## config.mk

```make
export PLATFORM = sky130hd
export DESIGN_NAME = dfps_top
export DESIGN_NICKNAME = d
export VERILOG_FILES = /design/src/include/dfps_pkg.sv /design/src/core/dfps_sticky.sv /design/src/core/dfps_lol_counter.sv /design/src/core/dfps_top.sv
export SDC_FILE = /design/constraint.sdc
export NUM_CORES = 1
export LEC_CHECK = 0
export BUFFER_PORTS_ARGS = -buffer_cell sky130_fd_sc_hd__buf_2
export CAP_MARGIN = 15
export CORE_MARGIN = 2
export CORE_UTILIZATION = 37
export DETAILED_ROUTE_END_ITERATION = 8
export PLACE_DENSITY = 0.66
export SLEW_MARGIN = 5
export SYNTH_ARGS = -nofsm -noshare
export SYNTH_HDL_FRONTEND = slang
export SYNTH_SLANG_ARGS = --single-unit
```

## constraint.sdc

```tcl
create_clock -name clock -period 1.47 [get_ports clock]
set_clock_uncertainty 0.15 [all_clocks]
set_input_delay 0.2205 -clock clock [delete_from_list [all_inputs] [get_ports clock]]
set_output_delay 0.2205 -clock clock [all_outputs]
set_load 0.03 [all_outputs]
```

## src/include/dfps_pkg.sv

```systemverilog
package dfps_pkg;
  // register indices on the byte-wide register port
  localparam logic [1:0] DFPS_IDX_CLK_EN = 2'h0;
  localparam logic [1:0] DFPS_IDX_STATUS = 2'h1;
  localparam logic [1:0] DFPS_IDX_EVENT = 2'h2;
  localparam logic [1:0] DFPS_IDX_LOL_CNT = 2'h3;

  // enable byte field positions
  localparam int DFPS_B_D2_BANK6 = 7;
  localparam int DFPS_B_D2_BANK5 = 6;
  localparam int DFPS_B_D2_BANK4 = 5;
  localparam int DFPS_B_D1_BANK2 = 4;
  localparam int DFPS_B_D1_BANK1 = 3;
  localparam int DFPS_B_D1_BANK0 = 2;
  localparam int DFPS_B_D0_BANK1 = 1;
  localparam int DFPS_B_D0_BANK0 = 0;

  // event field positions, and the status lock bit
  localparam int DFPS_E_RAIL_HIGH = 3;
  localparam int DFPS_E_RAIL_LOW = 2;
  localparam int DFPS_E_LOL_LMT = 1;
  localparam int DFPS_E_LOL = 0;
  localparam int DFPS_S_LOCK = 0;

  localparam logic [7:0] DFPS_CLK_EN_RST = 8'hff;
  localparam logic [3:0] DFPS_EVT_RST = 4'h0;
  localparam logic [3:0] DFPS_CNT_RST = 4'h0;
  localparam logic [3:0] DFPS_CNT_MAX = 4'hf;
  localparam logic [2:0] DFPS_AUTO_SRC = 3'h2;
  localparam int DFPS_AUTO_BANKS = 3;

  // register port request
  typedef struct packed {
    logic wr;
    logic [1:0] idx;
    logic [7:0] wdata;
  } dfps_req_t;

  // lock detector reports
  typedef struct packed {
    logic locked;
    logic rail_high;
    logic rail_low;
  } dfps_det_t;

  // per-bank automatic fanout state for banks 4..6
  typedef struct packed {
    logic auto_mode;
    logic [2:0] src;
    logic mux_sel;
  } dfps_bank_t;
endpackage

```

## src/core/dfps_sticky.sv

```systemverilog
`timescale 1ns/1ns
// one write-one-to-clear flag; set wins over clear, clear may be blocked
module dfps_sticky
  import dfps_pkg::*;
(
  input wire logic clock,
  input wire logic rstn,
  input wire logic set,
  input wire logic clr,
  input wire logic hold,
  output logic flag_q
);
  always_ff @(posedge clock or negedge rstn) begin
    if (!rstn) begin
      flag_q <= 1'b0;
    end else if (set) begin
      flag_q <= 1'b1;
    end else if (clr && !hold) begin
      flag_q <= 1'b0;
    end
  end
endmodule

```

## src/core/dfps_lol_counter.sv

```systemverilog
`timescale 1ns/1ns
// saturating loss-of-lock counter with software load
module dfps_lol_counter
  import dfps_pkg::*;
(
  input wire logic clock,
  input wire logic rstn,
  input wire logic inc,
  input wire logic load,
  input wire logic [3:0] load_val,
  output logic [3:0] count_q
);
  // a load beats a coincident increment so writing zero really clears
  always_ff @(posedge clock or negedge rstn) begin
    if (!rstn) begin
      count_q <= DFPS_CNT_RST;
    end else if (load) begin
      count_q <= load_val;
    end else if (inc && count_q != DFPS_CNT_MAX) begin
      count_q <= count_q + 4'h1;
    end
  end
endmodule

```

## src/core/dfps_top.sv

```systemverilog
`timescale 1ns/1ns
module dfps_top
  import dfps_pkg::*;
(
  input wire logic clock,
  input wire logic rstn,
  input dfps_pkg::dfps_req_t req,
  output logic [7:0] rdata,
  input dfps_pkg::dfps_det_t det,
  input wire logic [3:0] lol_cnt_thresh,
  input dfps_pkg::dfps_bank_t [2:0] bank_auto,
  input wire logic [2:0] div0_clk,
  output logic [7:0] bank_clk_gated,
  output logic [7:0] clk_en
);
  import dfps_pkg::*;

  ////////////////////////////////////////////////////////////////////////
  // enable register
  logic [7:0] en_q;
  logic [7:0] en_d;
  logic [2:0] auto_take;
  logic wr_en;
  assign wr_en = req.wr && req.idx == DFPS_IDX_CLK_EN;

  // bank_auto[k] serves bank 4+k, whose divider-2 bit is DFPS_B_D2_BANK4+k
  genvar k;
  generate
    for (k = 0; k < DFPS_AUTO_BANKS; k++) begin : g_auto
      assign auto_take[k] = bank_auto[k].auto_mode &&
                            bank_auto[k].src == DFPS_AUTO_SRC;
    end
  endgenerate

  always_comb begin
    en_d = en_q;
    if (wr_en) begin
      en_d = req.wdata;
    end
    for (int i = 0; i < DFPS_AUTO_BANKS; i++) begin
      if (auto_take[i]) begin
        en_d[DFPS_B_D2_BANK4 + i] = bank_auto[i].mux_sel;
      end
    end
  end

  // every enable comes out of reset passing its clock
  always_ff @(posedge clock or negedge rstn) begin
    if (!rstn) begin
      en_q <= DFPS_CLK_EN_RST;
    end else begin
      en_q <= en_d;
    end
  end
  assign clk_en = en_q;

  ////////////////////////////////////////////////////////////////////////
  // clock gating onto the bank muxes; a plain and gate, so the
  // enable should only move while the divider clock is low
  always_comb begin
    bank_clk_gated[DFPS_B_D2_BANK6] = div0_clk[2] & en_q[DFPS_B_D2_BANK6];
    bank_clk_gated[DFPS_B_D2_BANK5] = div0_clk[2] & en_q[DFPS_B_D2_BANK5];
    bank_clk_gated[DFPS_B_D2_BANK4] = div0_clk[2] & en_q[DFPS_B_D2_BANK4];
    bank_clk_gated[DFPS_B_D1_BANK2] = div0_clk[1] & en_q[DFPS_B_D1_BANK2];
    bank_clk_gated[DFPS_B_D1_BANK1] = div0_clk[1] & en_q[DFPS_B_D1_BANK1];
    bank_clk_gated[DFPS_B_D1_BANK0] = div0_clk[1] & en_q[DFPS_B_D1_BANK0];
    bank_clk_gated[DFPS_B_D0_BANK1] = div0_clk[0] & en_q[DFPS_B_D0_BANK1];
    bank_clk_gated[DFPS_B_D0_BANK0] = div0_clk[0] & en_q[DFPS_B_D0_BANK0];
  end

  ////////////////////////////////////////////////////////////////////////
  // lock status and loss detection
  logic lock_q;
  logic lock_fall;
  always_ff @(posedge clock or negedge rstn) begin
    if (!rstn) begin
      lock_q <= 1'b0;
    end else begin
      lock_q <= det.locked;
    end
  end
  assign lock_fall = lock_q && !det.locked;

  logic [3:0] cnt_q;
  logic over_thr;
  dfps_lol_counter u_cnt (
    .clock(clock),
    .rstn(rstn),
    .inc(lock_fall),
    .load(req.wr && req.idx == DFPS_IDX_LOL_CNT),
    .load_val(req.wdata[3:0]),
    .count_q(cnt_q)
  );
  assign over_thr = cnt_q > lol_cnt_thresh;

  ////////////////////////////////////////////////////////////////////////
  // sticky event flags
  logic [3:0] evt_set;
  logic [3:0] evt_hold;
  logic [3:0] evt_q;
  logic wr_evt;
  assign wr_evt = req.wr && req.idx == DFPS_IDX_EVENT;
  always_comb begin
    evt_set = DFPS_EVT_RST;
    evt_hold = DFPS_EVT_RST;
    evt_set[DFPS_E_RAIL_HIGH] = det.rail_high;
    evt_set[DFPS_E_RAIL_LOW] = det.rail_low;
    evt_set[DFPS_E_LOL_LMT] = over_thr;
    evt_hold[DFPS_E_LOL_LMT] = over_thr;
    evt_set[DFPS_E_LOL] = lock_fall;
  end

  generate
    for (k = 0; k < 4; k++) begin : g_evt
      dfps_sticky u_flag (
        .clock(clock),
        .rstn(rstn),
        .set(evt_set[k]),
        .clr(wr_evt && req.wdata[k]),
        .hold(evt_hold[k]),
        .flag_q(evt_q[k])
      );
    end
  endgenerate

  ////////////////////////////////////////////////////////////////////////
  // read data, registered: answer one cycle after the index is shown
  always_ff @(posedge clock or negedge rstn) begin
    if (!rstn) begin
      rdata <= 8'h00;
    end else begin
      case (req.idx)
        DFPS_IDX_CLK_EN: rdata <= en_q;
        DFPS_IDX_STATUS: rdata <= {7'h00, lock_q};
        DFPS_IDX_EVENT: rdata <= {4'h0, evt_q};
        DFPS_IDX_LOL_CNT: rdata <= {4'h0, cnt_q};
        default: rdata <= 8'h00;
      endcase
    end
  end

  ////////////////////////////////////////////////////////////////////////
  // checks
  a_enable_reset: assert property (@(posedge clock)
    $rose(rstn) |-> en_q == DFPS_CLK_EN_RST)
    else $error("enable byte not all ones after reset");
  a_write_lands: assert property (@(posedge clock) disable iff (!rstn)
    wr_en && auto_take == 3'b000 |=> en_q == $past(req.wdata))
    else $error("enable write lost");
  a_low_gate: assert property (@(posedge clock) disable iff (!rstn)
    !en_q[DFPS_B_D1_BANK0] |-> !bank_clk_gated[DFPS_B_D1_BANK0])
    else $error("divider 1 passes to bank 0 while disabled");
  a_auto_owns: assert property (@(posedge clock) disable iff (!rstn)
    auto_take[0] |=> en_q[DFPS_B_D2_BANK4] == $past(bank_auto[0].mux_sel))
    else $error("bank 4 enable not following mux");
  a_lock_status: assert property (@(posedge clock) disable iff (!rstn)
    det.locked |=> lock_q)
    else $error("lock status missed");
  a_rail_sticky: assert property (@(posedge clock) disable iff (!rstn)
    evt_q[DFPS_E_RAIL_HIGH] && !(wr_evt && req.wdata[DFPS_E_RAIL_HIGH])
    |=> evt_q[DFPS_E_RAIL_HIGH])
    else $error("rail high flag dropped");
  a_rail_low_set: assert property (@(posedge clock) disable iff (!rstn)
    det.rail_low |=> evt_q[DFPS_E_RAIL_LOW])
    else $error("rail low not caught");
  a_limit_hold: assert property (@(posedge clock) disable iff (!rstn)
    over_thr |=> evt_q[DFPS_E_LOL_LMT])
    else $error("limit flag cleared while over threshold");
  // one cycle only: software may legally clear the flag right after it sets
  a_lol_set: assert property (@(posedge clock) disable iff (!rstn)
    lock_fall |=> evt_q[DFPS_E_LOL])
    else $error("loss of lock not caught");
  a_count_sat: assert property (@(posedge clock) disable iff (!rstn)
    cnt_q == DFPS_CNT_MAX && !(req.wr && req.idx == DFPS_IDX_LOL_CNT)
    |=> cnt_q == DFPS_CNT_MAX)
    else $error("counter wrapped");

  // rail high is caught the cycle after the detector reports it
  a_rail_high_set: assert property (@(posedge clock) disable iff (!rstn)
    det.rail_high |=> evt_q[DFPS_E_RAIL_HIGH])
    else $error("rail high not caught");

  // once the count is back under the threshold a clear must take
  a_limit_clear: assert property (@(posedge clock) disable iff (!rstn)
    !over_thr && wr_evt && req.wdata[DFPS_E_LOL_LMT]
    |=> !evt_q[DFPS_E_LOL_LMT])
    else $error("limit flag not cleared");

  // an unloaded lock loss below the ceiling adds exactly one
  a_count_step: assert property (@(posedge clock) disable iff (!rstn)
    lock_fall && !(req.wr && req.idx == DFPS_IDX_LOL_CNT) &&
    cnt_q != DFPS_CNT_MAX
    |=> cnt_q == $past(cnt_q) + 4'h1)
    else $error("counter step wrong");

  // a rail high event coinciding with its clear must survive
  a_set_wins: assert property (@(posedge clock) disable iff (!rstn)
    det.rail_high && wr_evt && req.wdata[DFPS_E_RAIL_HIGH]
    |=> evt_q[DFPS_E_RAIL_HIGH])
    else $error("event lost to clear");

  // status reads show only the lock bit, upper bits zero
  a_status_read: assert property (@(posedge clock) disable iff (!rstn)
    req.idx == DFPS_IDX_STATUS |=> rdata == {7'h00, $past(lock_q)})
    else $error("status read wrong");

  // a clear of the loss flag with no new loss takes effect
  a_lol_clear: assert property (@(posedge clock) disable iff (!rstn)
    !lock_fall && wr_evt && req.wdata[DFPS_E_LOL]
    |=> !evt_q[DFPS_E_LOL])
    else $error("loss flag not cleared");

  c_set_wins: cover property (@(posedge clock) disable iff (!rstn)
    det.rail_high && wr_evt && req.wdata[DFPS_E_RAIL_HIGH]);
  c_saturate: cover property (@(posedge clock) disable iff (!rstn)
    cnt_q == DFPS_CNT_MAX && lock_fall);
  c_lock_lost: cover property (@(posedge clock) disable iff (!rstn)
    lock_fall);
  c_auto_mode: cover property (@(posedge clock) disable iff (!rstn)
    auto_take[2] && wr_en);
  c_limit: cover property (@(posedge clock) disable iff (!rstn)
    over_thr ##1 !over_thr);
endmodule

```

After elaboration in Yosys (flattened, before gate mapping). Index checks and enable logic that the tools add are counted.

Input port bits: 38. Bits in registers: 25. Output and inout bits: 24.

$add $sub $neg: 1. Reductions and logical operators: 24. Equal/unequal tests: 7. Bitwise gates (word level): 8. Magnitude comparators: 1. Mux-type cells: 15.

Operators by type and width (count): $pmux 8 s4 (1); $reduce_bool 2->1 (8); $logic_and 1x1->1 (13); $mux 1 (11); $eq 3x2->1 const B (3); $and 1x1->1 (8); $mux 4 (2); $mux 8 (1); $add 4x1->4 const B (1); $eq 2x2->1 const B (2); $gt 4x4->1 (1); $ne 4x4->1 const B (1); $eq 2x1->1 const B (1); $logic_not 1->1 (2); $logic_not 2->1 (1).

Logic depth before layout (Yosys ltp).
Depth in word-level cells: 6. Depth in mapped cells: 6. Gate-level depth less buffers: 6.

Cells and area by module. Synthesis repeated with hierarchy kept, for this count alone.

Cells, all modules: 115. Area total of the unflattened synthesis: 1338.8 µm².

Modules (own cells, without submodules): dfps_top (times used 1, seq. area each 435.4 µm², area an instance 940.9 µm², cells each 79); dfps_lol_counter (times used 1, seq. area each 100.1 µm², area an instance 242.7 µm², cells each 24); dfps_sticky (times used 4, seq. area each 25.0 µm², area an instance 38.8 µm², cells each 3).

Least setup slack after synthesis. OpenSTA, ideal clock, no wires.

Path type: flip-flop to flip-flop. Start point: register u_cnt.count_q[3]. End point: register g_evt[1].u_flag.flag_q. Setup slack: 0.115 ns. Stages on the path, launching flop included: 5. Period minus slack after synthesis: 1.355 ns. Library setup time: 0.121 ns. Required time: 1.199 ns. Data arrival time: 1.084 ns. Cell sequence: dfrtp_1 ha_1 a21oi_1 o21ai_0 a22o_1.

Longest elaborated chain between the ends: 4. Elaborated cells on any way between the ends: 5.

RTL lines: start, declared (RTL line dfps_lol_counter.sv:11) `output logic [3:0] count_q`; start signal, assigned (RTL line dfps_lol_counter.sv:18) `count_q <= load_val;`; start signal, assigned (RTL line dfps_lol_counter.sv:20) `count_q <= count_q + 4'h1;`; $gt 4x4->1 * (RTL line dfps_top.sv:94) `assign over_thr = cnt_q > lol_cnt_thresh;`; $logic_not 1->1 (RTL line dfps_sticky.sv:18) `end else if (clr && !hold) begin`; $logic_and 1x1->1 (RTL line dfps_sticky.sv:18); $reduce_bool 2->1 (no line); end signal, assigned (RTL line dfps_sticky.sv:15) `flag_q <= 1'b0;`; end signal, assigned (RTL line dfps_sticky.sv:17) `flag_q <= 1'b1;`; end signal, assigned (RTL line dfps_sticky.sv:19) `flag_q <= 1'b0;`; end, declared (RTL line dfps_sticky.sv:11) `output logic flag_q`.

Mark *: on every way between the ends. The rest lies on a longest branch, timed or not. A chain may end at the register's enable or synchronous reset.

Worst setup path after layout.
Start point: register en_q[7], in the netlist clk_en[7]. End point: output bank_clk_gated[7].

Longest elaborated chain between the ends: 1.

RTL lines: start, declared (RTL line dfps_top.sv:20) `logic [7:0] en_q;`; start signal, assigned (RTL line dfps_top.sv:52) `en_q <= en_d;`; $and 1x1->1 (RTL line dfps_top.sv:61) `bank_clk_gated[DFPS_B_D2_BANK6] = div0_clk[2] & en_q[DFPS_B_D2_BANK6];`; end, declared (RTL line dfps_top.sv:13) `output logic [7:0] bank_clk_gated,`.

No other way between the ends.

==> flow_summary_export.csv <==
group,metric,value,unit
pwr,cellPowerDensity,1205,nW/um2
cts,clkSinkCount,25,
floorplanning,start_util,0.3828,
cells_and_area,multiInputGateArea,649.4,um2
cts,numCtsBuffers,3,
pwr,combPwrFrac,0.463,
synth,syn_area,1277,um2
synth,yosysMostFrequentCell,"dfrtp_1",
timing,tightest_slew,0.5427,ns
routing,route.detailed.wl_per_inst,14.10,um
synth,yosys-top-cells-area,"dfrtp_1 (33%), dfstp_2 (16%), and2_1 (5.9%)",
pwr,swShare,0.3640,
synth,synth_ff_type,"dfrtp_1",
timing,min_period,1.526,ns
synth,synth_area_per_cell,11.51,um2
timing,fin_crit_sh,1.038,
pwr,ir_drop,0.5584,mV
pwr,power.switching,0.0008671,W
synth,yosysTopAreaCell,"dfrtp_1",
worst_setup_path,cp-end-kind,"output port",
timing,setup_viol,8,
timing,rsz0062_at_grt,"true",
synth,synth_edf_count,0,
cts,cts_root_buf,"clkbuf_4",
cells_and_area,layout-drive-gt1-share,0.5505,
global_route,gr-total-overflow,0,
synth,ys_async_sr_fraction,1.000,
synth,seq_area_frac_synth,0.4976,
worst_setup_path,r2r_cells,5,
worst_setup_path,slowest_delay,0.58,ns
worst_setup_path,r2r-start,"u_cnt.count_q[0]",
synth,yosys_warnings,0,
routing,drtPass1Iterations,4,
global_route,grt_start_max_net_pins,26,
floorplanning,die_x,62.76,um
timing,setup_tns,-0.3088,ns
timing,final-hold-violation-count,1,
worst_setup_path,critPathArrivalTime,1.16,ns
cts,clk_latency,0.31,ns
placement,place_hpwl,2279,um
cells_and_area,antennaDiodeCount,0,
global_route,antenna_found_initial,0,
synth,synthMuxAreaShare,0.1371,
pwr,p_clk_frac,0.128,
pwr,p_leak,0.9660,nW
cts,h-tree-depth,1,
synth,synth_cell_types,31,
status,status,"complete, but fails checks",
floorplanning,die_h,62.76,um
routing,ant_nets,0,
routing,wl,3441,um
synth,yosys.area_share.adder,0.04897,
global_route,grt_pass1_wl,5340,um
cells_and_area,fill_cells,286,
timing,setup_slack,-0.05613,ns
worst_setup_path,cp-start-kind,"register",
synth,postSynthCellCount,111,
floorplanning,rows,21,
worst_setup_path,cp_max_fo,4,
cells_and_area,regArea,635.6,um2
worst_setup_path,cpMaxStageDelayCell,"dfstp_2",
floorplanning,coreArea,3337,um2
routing,drtIter0Drc,27,
pwr,seqPwrFrac,0.409,
synth,synth.top_cells.by_count,"dfrtp_1 (17), nand2_1 (14), and2_1 (12)",
timing,relSlewSlack,0.6382,
cts,cts_tree,"done",
synth,synth_nets,154,
hold_path,min_path_cells,4,
global_route,grt_pass1_vias,1144,
global_route,track_usage,0.1746,
synth,synth-compound-area-share,0.09696,
timing,whs,-0.004549,ns
pwr,internal_power,0.001515,W
synth,synth_seq_cells,25,
routing,vias,1149,
hold_path,holdCritStartpoint,"bank_auto[6]",
placement,gp_congestion,0.7763,
floorplanning,dieArea,3939,um2
synth,synthSimpleGateAreaFrac,0.1783,
worst_setup_path,r2r_setup_slack,0.01,ns
synth,synth_top_family_by_area,"simple AND/OR/NAND/NOR gates",
worst_setup_path,critPathRequiredTime,1.10,ns
cts,clock_path_buffers,2,
cells_and_area,area_delta_synth_final,54.75,%
worst_setup_path,r2r-end,"u_cnt.count_q[0]",
status,violations,"hold timing, setup timing",
routing,drc,0,
worst_setup_path,critPathKind,"register to output port",
worst_setup_path,path_cells,"and2_4 -> buf_6",
timing,slew_violations,0,
synth,synth-xor-area-share,0.006856,
timing,fmax,655.3,MHz
cells_and_area,fin_nets,242,
floorplanning,ios,62,
routing,vias_per_cell,4.709,
hold_path,holdPathEnd,"clk_en[6]",
cts,cts.clk_slew.worst_paths,0.13,ns
synth,synth_top_area_share,0.3330,
hold_path,hold_path_class,"input pin to register",
job,cap_violations,0,
placement,port_buffers,61,
==> final cells by class <==
cell class,count,area share
Multi-Input combinational cell,77,0.3285
Sequential cell,25,0.3215
Timing Repair Buffer,86,0.2962
Tap cell,46,0.02911
Clock buffer,4,0.01329
Inverter,6,0.01139
==> worst max path at each step <==
stage / start / endpoint / slack (ns) / depth (start not counted)
after global routing: clk_en[7] / bank_clk_gated[7] / -0.11 / 2
after floorplan: u_cnt.count_q[3] / g_evt[1].u_flag.flag_q / 0.11 / 4
after CTS: clk_en[7] / bank_clk_gated[7] / -0.06 / 2
after global placement: u_cnt.count_q[1] / g_evt[1].u_flag.flag_q / 0.09 / 4
final: clk_en[7] / bank_clk_gated[7] / -0.06 / 2
after detailed placement: u_cnt.count_q[1] / g_evt[1].u_flag.flag_q / 0.007 / 4
==> metrics by stage <==
| stage | instance area, um2 | util | cells | setup slack [ns] | power (W) |
|---|---|---|---|---|---|
| 3_3_place_gp | 1642 | 0.4919 | 218 | 0.09210 | 0.001767 |
| 6_report | 1977 | 0.5924 | 244 | -0.05613 | 0.002382 |
| 3_5_place_dp | 1642 | 0.4919 | 218 | 0.007253 | 0.001801 |
| 4_1_cts | 1913 | 0.5733 | 242 | -0.05583 | 0.002257 |
| 2_1_floorplan | 1277 | - | 111 | 0.1147 | 0.001522 |
| 5_1_grt | 1977 | 0.5924 | 244 | -0.1087 | 0.002532 |
==> kinds of logic after synthesis <==
| group | Yosys count |
|---|---|
| buffers and inverters | 9 |
| AO/OA/AOI/OAI | 19 |
| XOR/XNOR | 1 |
| adder cells (fa/ha/maj) | 5 |
| AND/OR/NAND/NOR | 39 |
| flip-flops | 25 |
| multiplexers | 13 |
==> timing repair <==
action,CTS,global route
endpoints found under the hold margin,25,0
setup buffers,8,3
pin swaps,0,1
hold buffers,12,0
gates resized for setup,22,18
endpoints found under the setup margin,11,19
==> metal layers <==
metal  track usage  routed length (um)
met2        0.3051                1856
met5             0                   0
met1        0.2176                1412
met3       0.02523                 161
met4       0.06667                  10
==> worst max-delay path, delay by kind of cell, from the launching register on <==
kind	cells	cell delay, ns
simple gates	1	0.14
buf+inv	1	0.12
flops	1	0.58
==> flip-flops by register name, summed over array words and instances, names as in the netlist <==
| name | count |
|---|---|
| rdata | 8 |
| u_cnt.count_q | 4 |
| clk_en | 8 |
| g_evt.u_flag.flag_q | 4 |
| lock_q | 1 |
==> layout by cell type (no fill, tap or decap), types with 2 or more instances in the layout <==
| cell | count |
|---|---|
| nand2_1 | 14 |
| a21o_1 | 3 |
| dfstp_2 | 8 |
| buf_6 | 8 |
| a22o_1 | 4 |
| clkbuf_4 | 5 |
| mux2i_1 | 4 |
| mux2_4 | 5 |
| ha_4 | 2 |
| a21oi_1 | 2 |
| ha_1 | 2 |
| nand4_1 | 2 |
| buf_2 | 47 |
| buf_4 | 18 |
| inv_1 | 5 |
| dlygate4sd3_1 | 11 |
| mux2_2 | 3 |
| o21ai_1 | 4 |
| nor4bb_1 | 3 |
| and2_1 | 4 |
| dfrtp_1 | 17 |
| and2_4 | 9 |
| o21ai_0 | 2 |
==> power by group through the flow <==
stage	clock network, W	logic, W	registers (W)
final	0.000304	0.00110	0.000974
after floorplan	0	0.000404	0.00112
after global placement	0	0.000796	0.000971
after detailed placement	0	0.000822	0.000978
after CTS	0.000318	0.000988	0.000951
after global routing	0.000341	0.00120	0.000994
Note: power is estimated with default switching activity, not from simulation.
